===== src/common/ovf_pkg.sv =====
// Package with register map, field positions and reset values of the overflow flag block.
package ovf_pkg;
  // ==========================================================================
  // Register offsets (byte addresses)
  localparam logic [11:0] STATUS_CONTROL_ADDR = 12'h000;
  localparam logic [11:0] IRQ_STATUS_ADDR     = 12'h004;
  localparam logic [11:0] IRQ_CLEAR_ADDR      = 12'h008;
  localparam logic [11:0] IRQ_ENABLE_ADDR     = 12'h00C;
  // ==========================================================================
  // Field positions
  localparam int OVERFLOW_FLAG_BIT = 7;
  localparam int OVF_IRQ_EN_BIT    = 6;
  localparam int EVT_OVERFLOW_BIT  = 0;
  localparam int EVT_CANCEL_BIT    = 1;
  localparam int EVT_WIDTH         = 2;
  // ==========================================================================
  // Reset values
  localparam logic [7:0]           STATUS_CONTROL_RESET = 8'h00;
  localparam logic [EVT_WIDTH-1:0] EVT_RESET            = 2'h0;
  localparam logic [31:0]          READ_ZERO            = 32'h0000_0000;
endpackage


===== src/common/ovf_if.sv =====
// Interface carrying the flag state between the register slave and the flag logic.
`timescale 1ns/100ps
interface ovf_if;
  logic rd_sc;
  logic wr_sc;
  logic wr_flag_val;
  logic flag;
  logic cancel;
  modport regs (output rd_sc, output wr_sc, output wr_flag_val, input flag, input cancel);
  modport core (input rd_sc, input wr_sc, input wr_flag_val, output flag, output cancel);
endinterface


===== src/core/ovf_flag.sv =====
// Overflow flag with read-then-write-zero clear sequence.
`timescale 1ns/100ps
module ovf_flag (
  // Clock and reset
  input  wire logic pclk,
  input  wire logic presetn,
  // Counter event
  input  wire logic overflow,
  // Register side
  ovf_if.core       bus
);
  logic armed;
  logic next_armed;
  logic flag;
  logic next_flag;
  logic cancel;
  logic next_cancel;

  always_comb begin
    next_flag   = flag;
    next_armed  = armed;
    next_cancel = 1'b0;
    if (bus.rd_sc && flag) begin
      next_armed = 1'b1;
    end
    if (bus.wr_sc) begin
      if (!bus.wr_flag_val && armed) begin
        next_flag = 1'b0;
      end
      next_armed = 1'b0;
    end
    if (overflow) begin
      next_flag = 1'b1;
      if (armed || bus.rd_sc) begin
        next_armed = 1'b0;
      end
      next_cancel = bus.wr_sc && !bus.wr_flag_val && armed;
    end
  end

  always_ff @(posedge pclk or negedge presetn) begin
    if (!presetn) begin
      flag   <= 1'b0;
      armed  <= 1'b0;
      cancel <= 1'b0;
    end else begin
      flag   <= next_flag;
      armed  <= next_armed;
      cancel <= next_cancel;
    end
  end

  assign bus.flag   = flag;
  assign bus.cancel = cancel;
endmodule


===== src/core/ovf_top.sv =====
// Top of the timer overflow flag block with its APB register slave.
`timescale 1ns/100ps
// How it works
// - Flag at bit 7 sets whenever the counter passes the modulo value.
// - Flag clears only by reading it set, then writing zero to it.
// - Writing one to the flag leaves it unchanged.
// - An overflow between arming read and clearing write keeps flag and request.
// - Flag reads zero when no overflow happened since the last clear.
// - Interrupt request is high, one cycle later, while flag and enable bit 6 are set.
module ovf_top (
  // APB clock and reset
  input  wire logic        pclk,
  input  wire logic        presetn,
  // APB slave
  input  wire logic        psel,
  input  wire logic        penable,
  input  wire logic        pwrite,
  input  wire logic [11:0] paddr,
  input  wire logic [31:0] pwdata,
  output logic      [31:0] prdata,
  output logic             pready,
  output logic             pslverr,
  // Counter event, one-cycle pulse on the same clock
  input  wire logic        overflow,
  // Interrupts
  output logic             ovf_irq,
  output logic             irq
);
  // ==========================================================================
  // Register access
  // Positions of the mapped registers in the one-hot select word.
  localparam int SEL_SC     = 0;
  localparam int SEL_STATUS = 1;
  localparam int SEL_CLEAR  = 2;
  localparam int SEL_ENABLE = 3;

  ovf_if link ();

  logic        acc;
  logic        take;
  logic        wr_take;
  logic        rd_take;
  logic [3:0]  sel;
  logic        hit;
  logic        wr_ctrl;
  logic        wr_clear;
  logic        wr_enable;
  logic [5:0]  sc_ctrl;
  logic [5:0]  next_sc_ctrl;
  logic        irq_en_bit;
  logic [1:0]  evt_status;
  logic [1:0]  next_evt_status;
  logic [1:0]  evt_enable;
  logic [1:0]  next_evt_enable;
  logic [31:0] next_prdata;
  logic        next_pready;
  logic        next_pslverr;
  logic        next_ovf_irq;
  logic        next_irq;

  // One-hot select of the mapped registers; all zero for an unmapped address.
  function automatic logic [3:0] reg_select(input logic [11:0] addr);
    logic [3:0] s;
    s             = 4'h0;
    s[SEL_SC]     = (addr == ovf_pkg::STATUS_CONTROL_ADDR);
    s[SEL_STATUS] = (addr == ovf_pkg::IRQ_STATUS_ADDR);
    s[SEL_CLEAR]  = (addr == ovf_pkg::IRQ_CLEAR_ADDR);
    s[SEL_ENABLE] = (addr == ovf_pkg::IRQ_ENABLE_ADDR);
    return s;
  endfunction

  // Places a two-bit register value in the low bits of a read word.
  function automatic logic [31:0] low_word(input logic [1:0] bits);
    return {30'h0000_0000, bits};
  endfunction

  // The access phase lasts two cycles, so an access is taken only at its first
  // edge. Otherwise a read could arm again after an overflow had disarmed it.
  assign acc       = psel && penable;
  assign take      = acc && !pready;
  assign wr_take   = take && pwrite;
  assign rd_take   = take && !pwrite;
  assign sel       = reg_select(paddr);
  assign hit       = |sel;
  assign wr_ctrl   = wr_take && sel[SEL_SC];
  assign wr_clear  = wr_take && sel[SEL_CLEAR];
  assign wr_enable = wr_take && sel[SEL_ENABLE];

  assign link.rd_sc       = rd_take && sel[SEL_SC];
  assign link.wr_sc       = wr_ctrl;
  assign link.wr_flag_val = pwdata[ovf_pkg::OVERFLOW_FLAG_BIT];
  assign irq_en_bit       = sc_ctrl[ovf_pkg::OVF_IRQ_EN_BIT-1];

  ovf_flag u_flag (
    .pclk    (pclk),
    .presetn (presetn),
    .overflow(overflow),
    .bus     (link.core)
  );

  // ==========================================================================
  // Control bits of the status and control register

  // The control bits sit at register bits 6 to 1; bit 0 is not implemented.
  always_comb begin
    next_sc_ctrl = sc_ctrl;
    if (wr_ctrl) begin
      next_sc_ctrl = pwdata[6:1];
    end
  end

  always_ff @(posedge pclk or negedge presetn) begin
    if (!presetn) begin
      sc_ctrl <= ovf_pkg::STATUS_CONTROL_RESET[6:1];
    end else begin
      sc_ctrl <= next_sc_ctrl;
    end
  end

  // ==========================================================================
  // Sticky event status and its enable

  always_comb begin
    next_evt_status = evt_status;
    next_evt_enable = evt_enable;
    if (wr_clear) begin
      next_evt_status = evt_status & ~pwdata[ovf_pkg::EVT_WIDTH-1:0];
    end
    if (wr_enable) begin
      next_evt_enable = pwdata[ovf_pkg::EVT_WIDTH-1:0];
    end
    // Events win over a clear in the same cycle.
    if (overflow) begin
      next_evt_status[ovf_pkg::EVT_OVERFLOW_BIT] = 1'b1;
    end
    if (link.cancel) begin
      next_evt_status[ovf_pkg::EVT_CANCEL_BIT] = 1'b1;
    end
  end

  always_ff @(posedge pclk or negedge presetn) begin
    if (!presetn) begin
      evt_status <= ovf_pkg::EVT_RESET;
      evt_enable <= ovf_pkg::EVT_RESET;
    end else begin
      evt_status <= next_evt_status;
      evt_enable <= next_evt_enable;
    end
  end

  // ==========================================================================
  // Bus response

  // Every taken access is answered one cycle later; unmapped ones are refused.
  always_comb begin
    next_pready  = take;
    next_pslverr = take && !hit;
    next_prdata  = ovf_pkg::READ_ZERO;
    if (rd_take) begin
      case (paddr)
        ovf_pkg::STATUS_CONTROL_ADDR: begin
          next_prdata = {24'h00_0000, link.flag, sc_ctrl, 1'b0};
        end
        ovf_pkg::IRQ_STATUS_ADDR: begin
          next_prdata = low_word(evt_status);
        end
        ovf_pkg::IRQ_ENABLE_ADDR: begin
          next_prdata = low_word(evt_enable);
        end
        default: begin
          next_prdata = ovf_pkg::READ_ZERO;
        end
      endcase
    end
  end

  always_ff @(posedge pclk or negedge presetn) begin
    if (!presetn) begin
      prdata  <= ovf_pkg::READ_ZERO;
      pready  <= 1'b0;
      pslverr <= 1'b0;
    end else begin
      prdata  <= next_prdata;
      pready  <= next_pready;
      pslverr <= next_pslverr;
    end
  end

  // ==========================================================================
  // Interrupt outputs

  always_comb begin
    next_ovf_irq = link.flag && irq_en_bit;
    next_irq     = |(next_evt_status & next_evt_enable);
  end

  always_ff @(posedge pclk or negedge presetn) begin
    if (!presetn) begin
      ovf_irq <= 1'b0;
      irq     <= 1'b0;
    end else begin
      ovf_irq <= next_ovf_irq;
      irq     <= next_irq;
    end
  end
endmodule


===== config.mk =====
export PLATFORM = sky130hd
export DESIGN_NAME = ovf_top
export DESIGN_NICKNAME = d
export VERILOG_FILES = /design/src/common/ovf_pkg.sv /design/src/common/ovf_if.sv /design/src/core/ovf_flag.sv /design/src/core/ovf_top.sv
export SDC_FILE = /design/constraint.sdc
export NUM_CORES = 1
export LEC_CHECK = 0
export ABC_AREA = 1
export BUFFER_PORTS_ARGS = -buffer_cell sky130_fd_sc_hd__buf_2
export CAP_MARGIN = 25
export CORE_MARGIN = 2
export CORE_UTILIZATION = 25
export DETAILED_ROUTE_END_ITERATION = 8
export PLACE_DENSITY = 0.48
export SYNTH_ARGS = -nofsm -noshare
export SYNTH_HDL_FRONTEND = slang
export SYNTH_SLANG_ARGS = --single-unit

===== constraint.sdc =====
create_clock -name pclk -period 2.1 [get_ports pclk]
set_input_delay 0.105 -clock pclk [delete_from_list [all_inputs] [get_ports pclk]]
set_output_delay 0.105 -clock pclk [all_outputs]
set_load 0.05 [all_outputs]

==> impl_metrics.yaml, run 1 <==
run_status:
  status: "finished, final reports clean"
synth:
  synth_common_cells: "buf_4 (25), dfrtp_1 (25), nand2_1 (21)"
  yosys.area.top_type: "dfrtp_1"
  synth_top_area_share: 0.482
  synth-seq-cells: 25
  synthArstFlopShare: 1.00
  yosysWarnings: 0
  synth_edf_count: 0
  synth_flop_cell: "dfrtp_1"
  syn_area_per_cell_um2: 8.83
  postSynthCellCount: 147
  synth_area_leaders: "dfrtp_1 (48%), buf_4 (14%), nand2_1 (6.1%)"
  syn-cell-area_mm2: 0.00130
  ys_seq_area_frac: 0.482
  synth_cell_types: 19
grt:
  grt_use_total: 0.0835
  grt_max_degree: 26
  grt_antenna_before_repair: 0
  overflow: 0
  grt_pass1_vias: 878
  grt_pass1_wl_mm: 3.88
worst_setup_path:
  r2r_setup_slack_ns: 0.51
  arrival_ns: 1.75
  critPathMaxFanout: 13
  cp-end-kind: "register"
  cp.required_ns: 2.26
  timing.rr.start: "pready"
  r2r_cells: 6
  critPathKind: "reg2reg"
  reg2reg_to: "sc_ctrl[3]"
  start_kind: "register"
timing:
  slew_headroom: 0.633
  clock_skew_ns: 0.0102
  finalCritPeriodShare: 0.755
  hold_violations: 0
  setup_violations: 0
  fin_ws_ns: 0.514
  worst_pin_slew_ns: 0.551
  grt_setup_unrepaired: "no"
  slew_viol_final: 0
  max_freq_ghz: 0.630
  period_minus_slack_ns: 1.59
  finalSetupTns_ns: 0
  whs_ns: 0.0632
worst_hold_path:
  hold_depth: 3
  hp-start: "pwdata[4]"
  min_path_type: "in2reg"
  hold_end: "sc_ctrl[3]"
pwr:
  power-per-cell-area_mw_per_mm2: 613
  ir_drop_uv: 196
  p_switching_uw: 296
  combPwrFrac: 0.176
  pwr-share-clk: 0.308
  power_uw: 939
  power_frac_seq: 0.516
  p_int_uw: 643
  p_leak_nw: 0.875
  switching_share: 0.316
finish:
  areaGrowthSynthToFinish_pct: 18.0
  fin_area_mm2: 0.00153
  final-seq-area_um2: 626
  multi_input_area_um2: 484
  fill_cells: 543
  drive_above_1_share: 0.309
  fin_cells: 258
  diodes: 0
  finalNetCount: 239
  utilization: 0.304
clock_tree:
  cts_sinks: 25
  ctsHtreeMaxLevel: 1
  clk_pin_slew_ns: 0.09
  post-cts-setup-buffer-count: 0
  cts_tree: "done"
  clock_latency_ns: 0.27
  root_buffer: "clkbuf_8"
  numCtsBuffers: 3
  postCtsResizedCells: 0
  clock_path_buffers: 2
  cts_hold_buf: 2
drt:
  vias: 953
  drc_errors: 0
  wl_met3_um: 121
  met2_length_mm: 1.14
  wire_per_inst_um: 9.45
  detail-route-antenna-nets: 0
  vias_per_cell: 3.69
  postRouteWirelength_mm: 2.44
  met1_length_mm: 1.14
  drtPass1Iterations: 4
  drt_iter0_markers: 30
  routed.top_layer: "met4"
floorplan:
  start_util: 0.257
  io_pins: 86
  fp.coreArea_mm2: 0.00504
  die_w_um: 76.0
  die_area_mm2: 0.00578
  rows: 26
  die_height_um: 76.0
placement:
  pre_cts_ws_ns: 0.513
  place.gp.congestion: 0.818
  io_buffers: 37
  dp_cells: 252
  place_area_mm2: 0.00147
  dp_hpwl_mm: 1.86
run:
  cap_viol_max_count: 0
-- cell families (layout without fill, tap and decap cells) --
logic type / Yosys count / in the layout / synth area share
buf+inv: 46 / 64 / 0.211
simple gates: 66 / 66 / 0.250
other cells: 1 / 24 / 0.00289
compound gates: 9 / 9 / 0.0540
flops: 25 / 25 / 0.482
-- worst max-delay path, cell delays in order (launching register included) --
cell	delay (ns)
dfrtp_1	0.39
inv_1	0.07
nand3_2	0.10
nor2_2	0.29
nand3_2	0.37
nor2_1	0.23
a21oi_2	0.04
-- power by group through the flow --
stage / sequential [mW] / clock (mW) / combinational, mW
2_1_floorplan: 0.502 / 0 / 0.146
5_1_grt: 0.484 / 0.323 / 0.176
6_report: 0.484 / 0.289 / 0.166
4_1_cts: 0.484 / 0.305 / 0.167
3_5_place_dp: 0.494 / 0 / 0.164
3_3_place_gp: 0.494 / 0 / 0.163
-- registers in the layout (all words and copies together), names as in the netlist --
register           flops
prdata                 8
ovf_irq                1
irq                    1
pslverr                1
pready                 1
u_flag.armed           1
evt_enable             2
sc_ctrl                6
evt_status             2
u_flag.bus.flag        1
u_flag.bus.cancel      1
-- final cells by class --
class,instances,share of cell area
clock buffer,3,0.0270
clock inverter,1,0.00327
inverter,20,0.0490
multi-input combinational,99,0.316
sequential,25,0.408
tap,70,0.0572
timing repair buffer,40,0.139
-- how the worst max path moves through the flow --
| stage | from | endpoint | slack, ns | depth (start not counted) |
|---|---|---|---|---|
| after floorplan | pready | sc_ctrl[1] | 0.60 | 7 |
| after global placement | pready | sc_ctrl[3] | 0.52 | 6 |
| after detailed placement | pready | sc_ctrl[4] | 0.51 | 6 |
| after CTS | pready | sc_ctrl[4] | 0.51 | 6 |
| after global routing | pready | sc_ctrl[5] | 0.39 | 6 |
| final | pready | sc_ctrl[3] | 0.51 | 6 |
-- routing by layer --
metal / track usage / vias to the layer above
met1: 0.103 / 422
met2: 0.143 / 34
met3: 0.0142 / 5
li1: - / 492
met4: 0.0382 / 0
met5: 0 / -
-- cell usage in the layout, fill, tap and decap left out --
cell type	count
nor2_1	20
dfrtp_1	25
conb_1	24
inv_1	19
nand4_1	9
nor2_4	1
o21bai_1	1
a21oi_2	5
nand3_1	6
nor2_2	5
buf_4	1
clkbuf_8	3
nor3_1	1
dlygate4sd3_1	2
o21ai_2	1
buf_2	37
a21oi_1	2
clkinv_2	1
nand2_1	21
nand3_2	2
nor3_4	1
inv_2	1
No activity file was read; power rests on OpenSTA's default activity.
==> run 2, diff against run 1 <==
--- a/config.mk
+++ b/config.mk
@@ -5,13 +5,13 @@
 export SDC_FILE = /design/constraint.sdc
 export NUM_CORES = 1
 export LEC_CHECK = 0
-export ABC_AREA = 1
+export ABC_AREA = 0
 export BUFFER_PORTS_ARGS = -buffer_cell sky130_fd_sc_hd__buf_2
 export CAP_MARGIN = 25
 export CORE_MARGIN = 2
 export CORE_UTILIZATION = 25
 export DETAILED_ROUTE_END_ITERATION = 8
-export PLACE_DENSITY = 0.48
+export PLACE_DENSITY = 0.49
 export SYNTH_ARGS = -nofsm -noshare
 export SYNTH_HDL_FRONTEND = slang
 export SYNTH_SLANG_ARGS = --single-unit
==> constraint.sdc (replaced) <==
create_clock -name pclk -period 1.6 [get_ports pclk]
set_input_delay 0.08 -clock pclk [delete_from_list [all_inputs] [get_ports pclk]]
set_output_delay 0.08 -clock pclk [all_outputs]
set_load 0.05 [all_outputs]
==> run 2 against run 1 <==
Critical path depth down 2. Critical path type unchanged. Critical endpoint is now irq. Sequential power up 32%. Clock power grew 24%. Largest power group unchanged.
==> impl_metrics.yaml, run 2 <==
run_status:
  status: "finished, final reports clean"
synth:
  synth.most_common_cell: "dfrtp_1"
  synth_common_cells: "dfrtp_1 (25), buf_4 (24), and2_1 (7)"
  postSynthCellCount: 104
  synth_flop_cell: "dfrtp_1"
  syn-cell-area_mm2: 0.00124
  synth.mux.area_fraction: 0.107
  yosys.area.top_type: "dfrtp_1"
  yosysWarnings: 0
  synth-seq-cells: 25
  synth-compound-area-share: 0.0403
  synth_top_area_share: 0.504
  syn_area_per_cell_um2: 11.9
  yosys.area_share.adder: 0
  ys_seq_area_frac: 0.504
  yosys.area_share.xor_xnor: 0
  synth_top_family_by_area: "simple AND/OR/NAND/NOR gates"
  synth_edf_count: 0
  yosys.area_share.simple: 0.185
  synthArstFlopShare: 1.00
  synth_area_leaders: "dfrtp_1 (50%), buf_4 (15%), mux2_4 (7.3%)"
  synth_cell_types: 30
placement:
  place_area_mm2: 0.00144
  io_buffers: 37
  dp_cells: 209
  dp_hpwl_mm: 1.94
  place.gp.congestion: 0.755
run:
  cap_viol_max_count: 0
timing:
  grt_setup_unrepaired: "no"
  max_freq_ghz: 0.659
  hold_violations: 0
  worst_pin_slew_ns: 0.542
  clock_skew_ns: 0.00342
  period_minus_slack_ns: 1.52
  finalSetupTns_ns: 0
  slew_viol_final: 0
  slew_headroom: 0.639
  setup_violations: 0
  finalCritPeriodShare: 0.948
clock_tree:
  cts_tree: "done"
  ctsHtreeMaxLevel: 1
  root_buffer: "clkbuf_8"
  postCtsResizedCells: 0
  clock_path_buffers: 2
  numCtsBuffers: 3
  clk_pin_slew_ns: 0.08
  cts_sinks: 25
  clock_latency_ns: 0.26
drt:
  drc_errors: 0
  vias: 824
  vias_per_cell: 3.85
  wire_per_inst_um: 11.1
  drt_iter0_markers: 28
  drtPass1Iterations: 2
  postRouteWirelength_mm: 2.37
  detail-route-antenna-nets: 0
pwr:
  power-per-cell-area_mw_per_mm2: 813
  p_leak_nw: 0.816
  p_int_uw: 852
  combPwrFrac: 0.182
  ir_drop_uv: 363
  p_switching_uw: 362
  switching_share: 0.299
  power_mw: 1.21
  pwr-share-clk: 0.294
  power_frac_seq: 0.524
floorplan:
  die_area_mm2: 0.00554
  io_pins: 86
  rows: 25
  fp.coreArea_mm2: 0.00475
  die_w_um: 74.5
  die_height_um: 74.5
  start_util: 0.261
worst_hold_path:
  min_path_type: "in2reg"
finish:
  largestRegisters: "prdata (8), sc_ctrl (6)"
  drive_above_1_share: 0.381
  final_cell_mix: "buf_2 (37), conb_1 (24), dfrtp_1 (24), and2_1 (7), mux2_4 (6)"
  fill_cells: 506
  areaGrowthSynthToFinish_pct: 20.4
  diodes: 0
  final_common_cell: "buf_2"
  multi_input_area_um2: 509
  fin_area_mm2: 0.00149
  finalNetCount: 198
  final-seq-area_um2: 627
  largest_reg_flops: 8
  top_register: "prdata"
  fin_cells: 214
worst_setup_path:
  cp-end-kind: "register"
  critPathMaxFanout: 4
  critPathKind: "reg2reg"
  start_kind: "register"
  arrival_ns: 1.68
  cp.required_ns: 1.76
grt:
  grt_antenna_before_repair: 0
  overflow: 0
  grt_pass1_wl_mm: 3.73
  grt_use_total: 0.0881
  grt_pass1_vias: 821
  grt_max_degree: 26
==> run 2: cell count changes in the layout (fill, tap and decap cells not counted), moves of 5 or more <==
cell,delta
nand4_1,-7
nor2_2,-5
inv_1,-14
mux2_4,+6
a21oi_2,-5
nand2_1,-17
nand3_1,-5
nor2_1,-15
and2_1,+7
==> run 2: area by class of cell <==
cell class                      count  share of cell area
Timing Repair Buffer               40               0.141
Inverter                            5              0.0126
Tap cell                           67              0.0561
Clock buffer                        4              0.0302
Sequential cell                    25               0.420
Multi-Input combinational cell     73               0.341
==> run 2: kinds of logic (layout without fill, tap and decap cells) <==
kind of cell / Yosys count / count (layout)
simple gates: 32 / 32
buf+inv: 29 / 49
flops: 25 / 25
mux: 10 / 10
compound gates: 7 / 7
other cells: 1 / 24
==> run 2: power groups by stage <==
stage / Sequential (mW) / Clock, mW / Combinational (mW)
after floorplan: 0.659 / 0 / 0.188
after global placement: 0.649 / 0 / 0.217
after detailed placement: 0.649 / 0 / 0.219
after CTS: 0.637 / 0.378 / 0.221
after global routing: 0.637 / 0.406 / 0.234
final: 0.637 / 0.357 / 0.220
==> run 2: metal layers <==
metal / track usage / vias to the layer above / part of all wire
li1: - / 396 / -
met1: 0.105 / 383 / 0.42
met2: 0.152 / 43 / 0.49
met3: 0.0339 / 2 / 0.094
met4: 0.0179 / 0 / 0.0034
met5: 0 / - / 0
==> run 2: stage by stage <==
step / hold slack (ns) / setup slack, ns / utilization
final: 0.0239 / 0.0831 / 0.314
after global routing: 0.0191 / 0.000258 / 0.314
after CTS: 0.0103 / 0.0598 / 0.314
after detailed placement: 0.104 / 0.0876 / 0.303
after global placement: 0.0845 / 0.135 / 0.303
after floorplan: -0.216 / 0.100 / -
==> run 2: final timing paths <==
check	cells after the start	endpoint	from	slack, ns
max reg2reg	4	irq	pready	0.08
min in group asynchronous	2	sc_ctrl[1]	presetn	0.34
max	4	irq	pready	0.08
max in group asynchronous	2	pready	presetn	0.88
min reg2reg	1	prdata[4]	sc_ctrl[3]	0.49
min	2	u_flag.armed	overflow	0.02
==> run 2: what timing repair did <==
item	4_1_cts	5_1_grt
endpoints found under the setup margin	0	0
buffers inserted	0	0
endpoints found under the hold margin	25	0
hold buffers	1	0
==> run 2: worst max-delay path, cell delays in order (launching register included) <==
cell     delay, ns
dfrtp_2       0.44
nor4b_1       0.33
nand4_1       0.23
mux2i_1       0.18
o32ai_1       0.24
==> run 3, diff against run 2 <==
--- a/config.mk
+++ b/config.mk
@@ -8,10 +8,12 @@
 export ABC_AREA = 0
 export BUFFER_PORTS_ARGS = -buffer_cell sky130_fd_sc_hd__buf_2
 export CAP_MARGIN = 25
+export CORE_ASPECT_RATIO = 1.75
 export CORE_MARGIN = 2
-export CORE_UTILIZATION = 25
+export CORE_UTILIZATION = 41
 export DETAILED_ROUTE_END_ITERATION = 8
-export PLACE_DENSITY = 0.49
+export PLACE_DENSITY = 0.76
+export REMOVE_ABC_BUFFERS = 1
 export SYNTH_ARGS = -nofsm -noshare
 export SYNTH_HDL_FRONTEND = slang
 export SYNTH_SLANG_ARGS = --single-unit
==> run 3 against run 2 <==
Flip-flop and latch count is the same. Sequential share of layout area up 0.13 points. Maximum frequency rose by 2.5%. Final area is 0.50% lower. Largest power group unchanged. Highest routed layer unchanged.
==> impl_metrics.yaml, run 3 (synthesis gave the netlist of run 2 again) <==
run:
  cap_viol_max_count: 0
worst_setup_path:
  critPathKind: "reg2reg"
  cp.required_ns: 1.74
  start_kind: "register"
  worstPathCellList: "buf_6 > nor4b_4 > nand4_1 > buf_4 > mux2i_4 > o32ai_2"
  cp-end-kind: "register"
  crit_slowest_cell: "dfrtp_1"
  arrival_ns: 1.62
  slowest_delay_ns: 0.41
  critPathMaxFanout: 3
timing:
  period_minus_slack_ns: 1.48
  hold_violations: 0
  setup_violations: 0
  slew_viol_final: 0
  max_freq_ghz: 0.676
  finalCritPeriodShare: 0.925
  clock_skew_ns: 0.00347
  slew_headroom: 0.641
  worst_pin_slew_ns: 0.539
  finalSetupTns_ns: 0
  grt_setup_unrepaired: "no"
pwr:
  combPwrFrac: 0.184
  p_switching_uw: 383
  power_frac_seq: 0.514
  p_leak_nw: 0.824
  power-per-cell-area_mw_per_mm2: 832
  ir_drop_uv: 571
  switching_share: 0.310
  pwr-share-clk: 0.302
  p_int_uw: 853
finish:
  largest_reg_flops: 8
  fill_cells: 256
  finalNetCount: 198
  drive_above_1_share: 0.401
  areaGrowthSynthToFinish_pct: 19.8
  largestRegisters: "prdata (8), sc_ctrl (6)"
  final_common_cell: "buf_2"
  utilization: 0.513
  top_register: "prdata"
  diodes: 0
  final_cell_mix: "buf_2 (37), dfrtp_1 (25), conb_1 (24), and2_1 (7), mux2_4 (6)"
placement:
  place.gp.congestion: 0.847
  dp_hpwl_mm: 1.78
  io_buffers: 37
worst_hold_path:
  min_path_type: "in2reg"
drt:
  vias: 862
  drtPass1Iterations: 6
  drt_iter0_markers: 10
  detail-route-antenna-nets: 0
  postRouteWirelength_mm: 2.29
  wire_per_inst_um: 13.1
  drc_errors: 0
  vias_per_cell: 4.93
clock_tree:
  clk_pin_slew_ns: 0.09
  clock_latency_ns: 0.26
  cts_sinks: 25
  numCtsBuffers: 3
  root_buffer: "clkbuf_8"
  clock_path_buffers: 2
  cts_tree: "done"
  ctsHtreeMaxLevel: 1
floorplan:
  die_w_um: 45.6
  start_util: 0.429
  fp.coreArea_mm2: 0.00290
  die_height_um: 76.8
  io_pins: 86
  die_area_mm2: 0.00350
  rows: 26
grt:
  overflow: 0
  grt_pass1_wl_mm: 3.57
  grt_max_degree: 26
  grt_use_total: 0.134
  grt_antenna_before_repair: 0
  grt_pass1_vias: 840
run_status:
  status: "finished, final reports clean"
==> run 3: cell types whose count changed in the layout (fill, tap and decap cells not counted), sizes merged <==
| cell | before | now |
|---|---|---|
| clkbuf | 4 | 3 |
| clkinvlp | 0 | 1 |
==> run 3: repair_timing <==
item                                    4_1_cts  5_1_grt
endpoints found under the setup margin        7        1
buffers inserted                              1        0
gates resized for setup                       4        3
hold endpoints to repair                     25        0
pin swaps                                     4        3
hold buffers                                  1        0
==> run 3: final cells by class <==
type / count / area, um2 / share of cell area
sequential: 25 / 626 / 0.421
inverter: 5 / 18.8 / 0.0126
timing repair buffer: 40 / 214 / 0.144
tap: 28 / 35.0 / 0.0236
clock inverter: 1 / 7.51 / 0.00505
multi-input combinational: 73 / 544 / 0.366
clock buffer: 3 / 41.3 / 0.0278
==> run 3: final timing paths <==
check | startpoint | endpoint | slack, ns | cells past startpoint
worst max-delay path | pready | irq | 0.12 | 6
worst min-delay path | overflow | u_flag.armed | 0.009 | 2
worst max register to register | pready | irq | 0.12 | 6
worst min register to register | sc_ctrl[2] | prdata[3] | 0.50 | 1
max in group asynchronous | presetn | evt_enable[1] | 0.92 | 2
min in group asynchronous | presetn | sc_ctrl[0] | 0.32 | 2
==> run 3: worst max-delay path: cells and delay by family (launching register included) <==
family	cells	cell delay (ns)
flip-flops	1	0.41
AO/OA/AOI/OAI	1	0.09
AND/OR/NAND/NOR	2	0.37
multiplexers	1	0.17
buffers and inverters	2	0.33
==> run 3: power groups by stage <==
stage	logic [mW]	registers (mW)	clock network, mW
floorplan	0.141	0.659	0
global placement	0.216	0.648	0
detailed placement	0.218	0.648	0
CTS	0.226	0.636	0.382
global route	0.239	0.636	0.405
finish	0.227	0.636	0.373
==> run 3: per-stage QoR <==
step / worst slack (ns) / cell area (um2) / hold slack [ns] / cells / total power [mW]
3_5_place_dp: -0.0635 / 1380 / 0.0930 / 169 / 0.866
5_1_grt: 0.0395 / 1490 / 0.0106 / 175 / 1.28
3_3_place_gp: 0.00253 / 1380 / 0.0824 / 169 / 0.864
2_1_floorplan: -0.157 / 1150 / -0.216 / 103 / 0.800
6_report: 0.120 / 1490 / 0.00909 / 175 / 1.24
4_1_cts: 0.0120 / 1470 / 0.00312 / 175 / 1.24
==> run 3: per-layer routing <==
metal | up-vias | track usage | wire, um
li1 | 392 | - | -
met1 | 416 | 0.150 | 823
met2 | 52 | 0.230 | 1240
met3 | 2 | 0.0259 | 209
met4 | 0 | 0.0588 | 19
met5 | - | 0 | 0
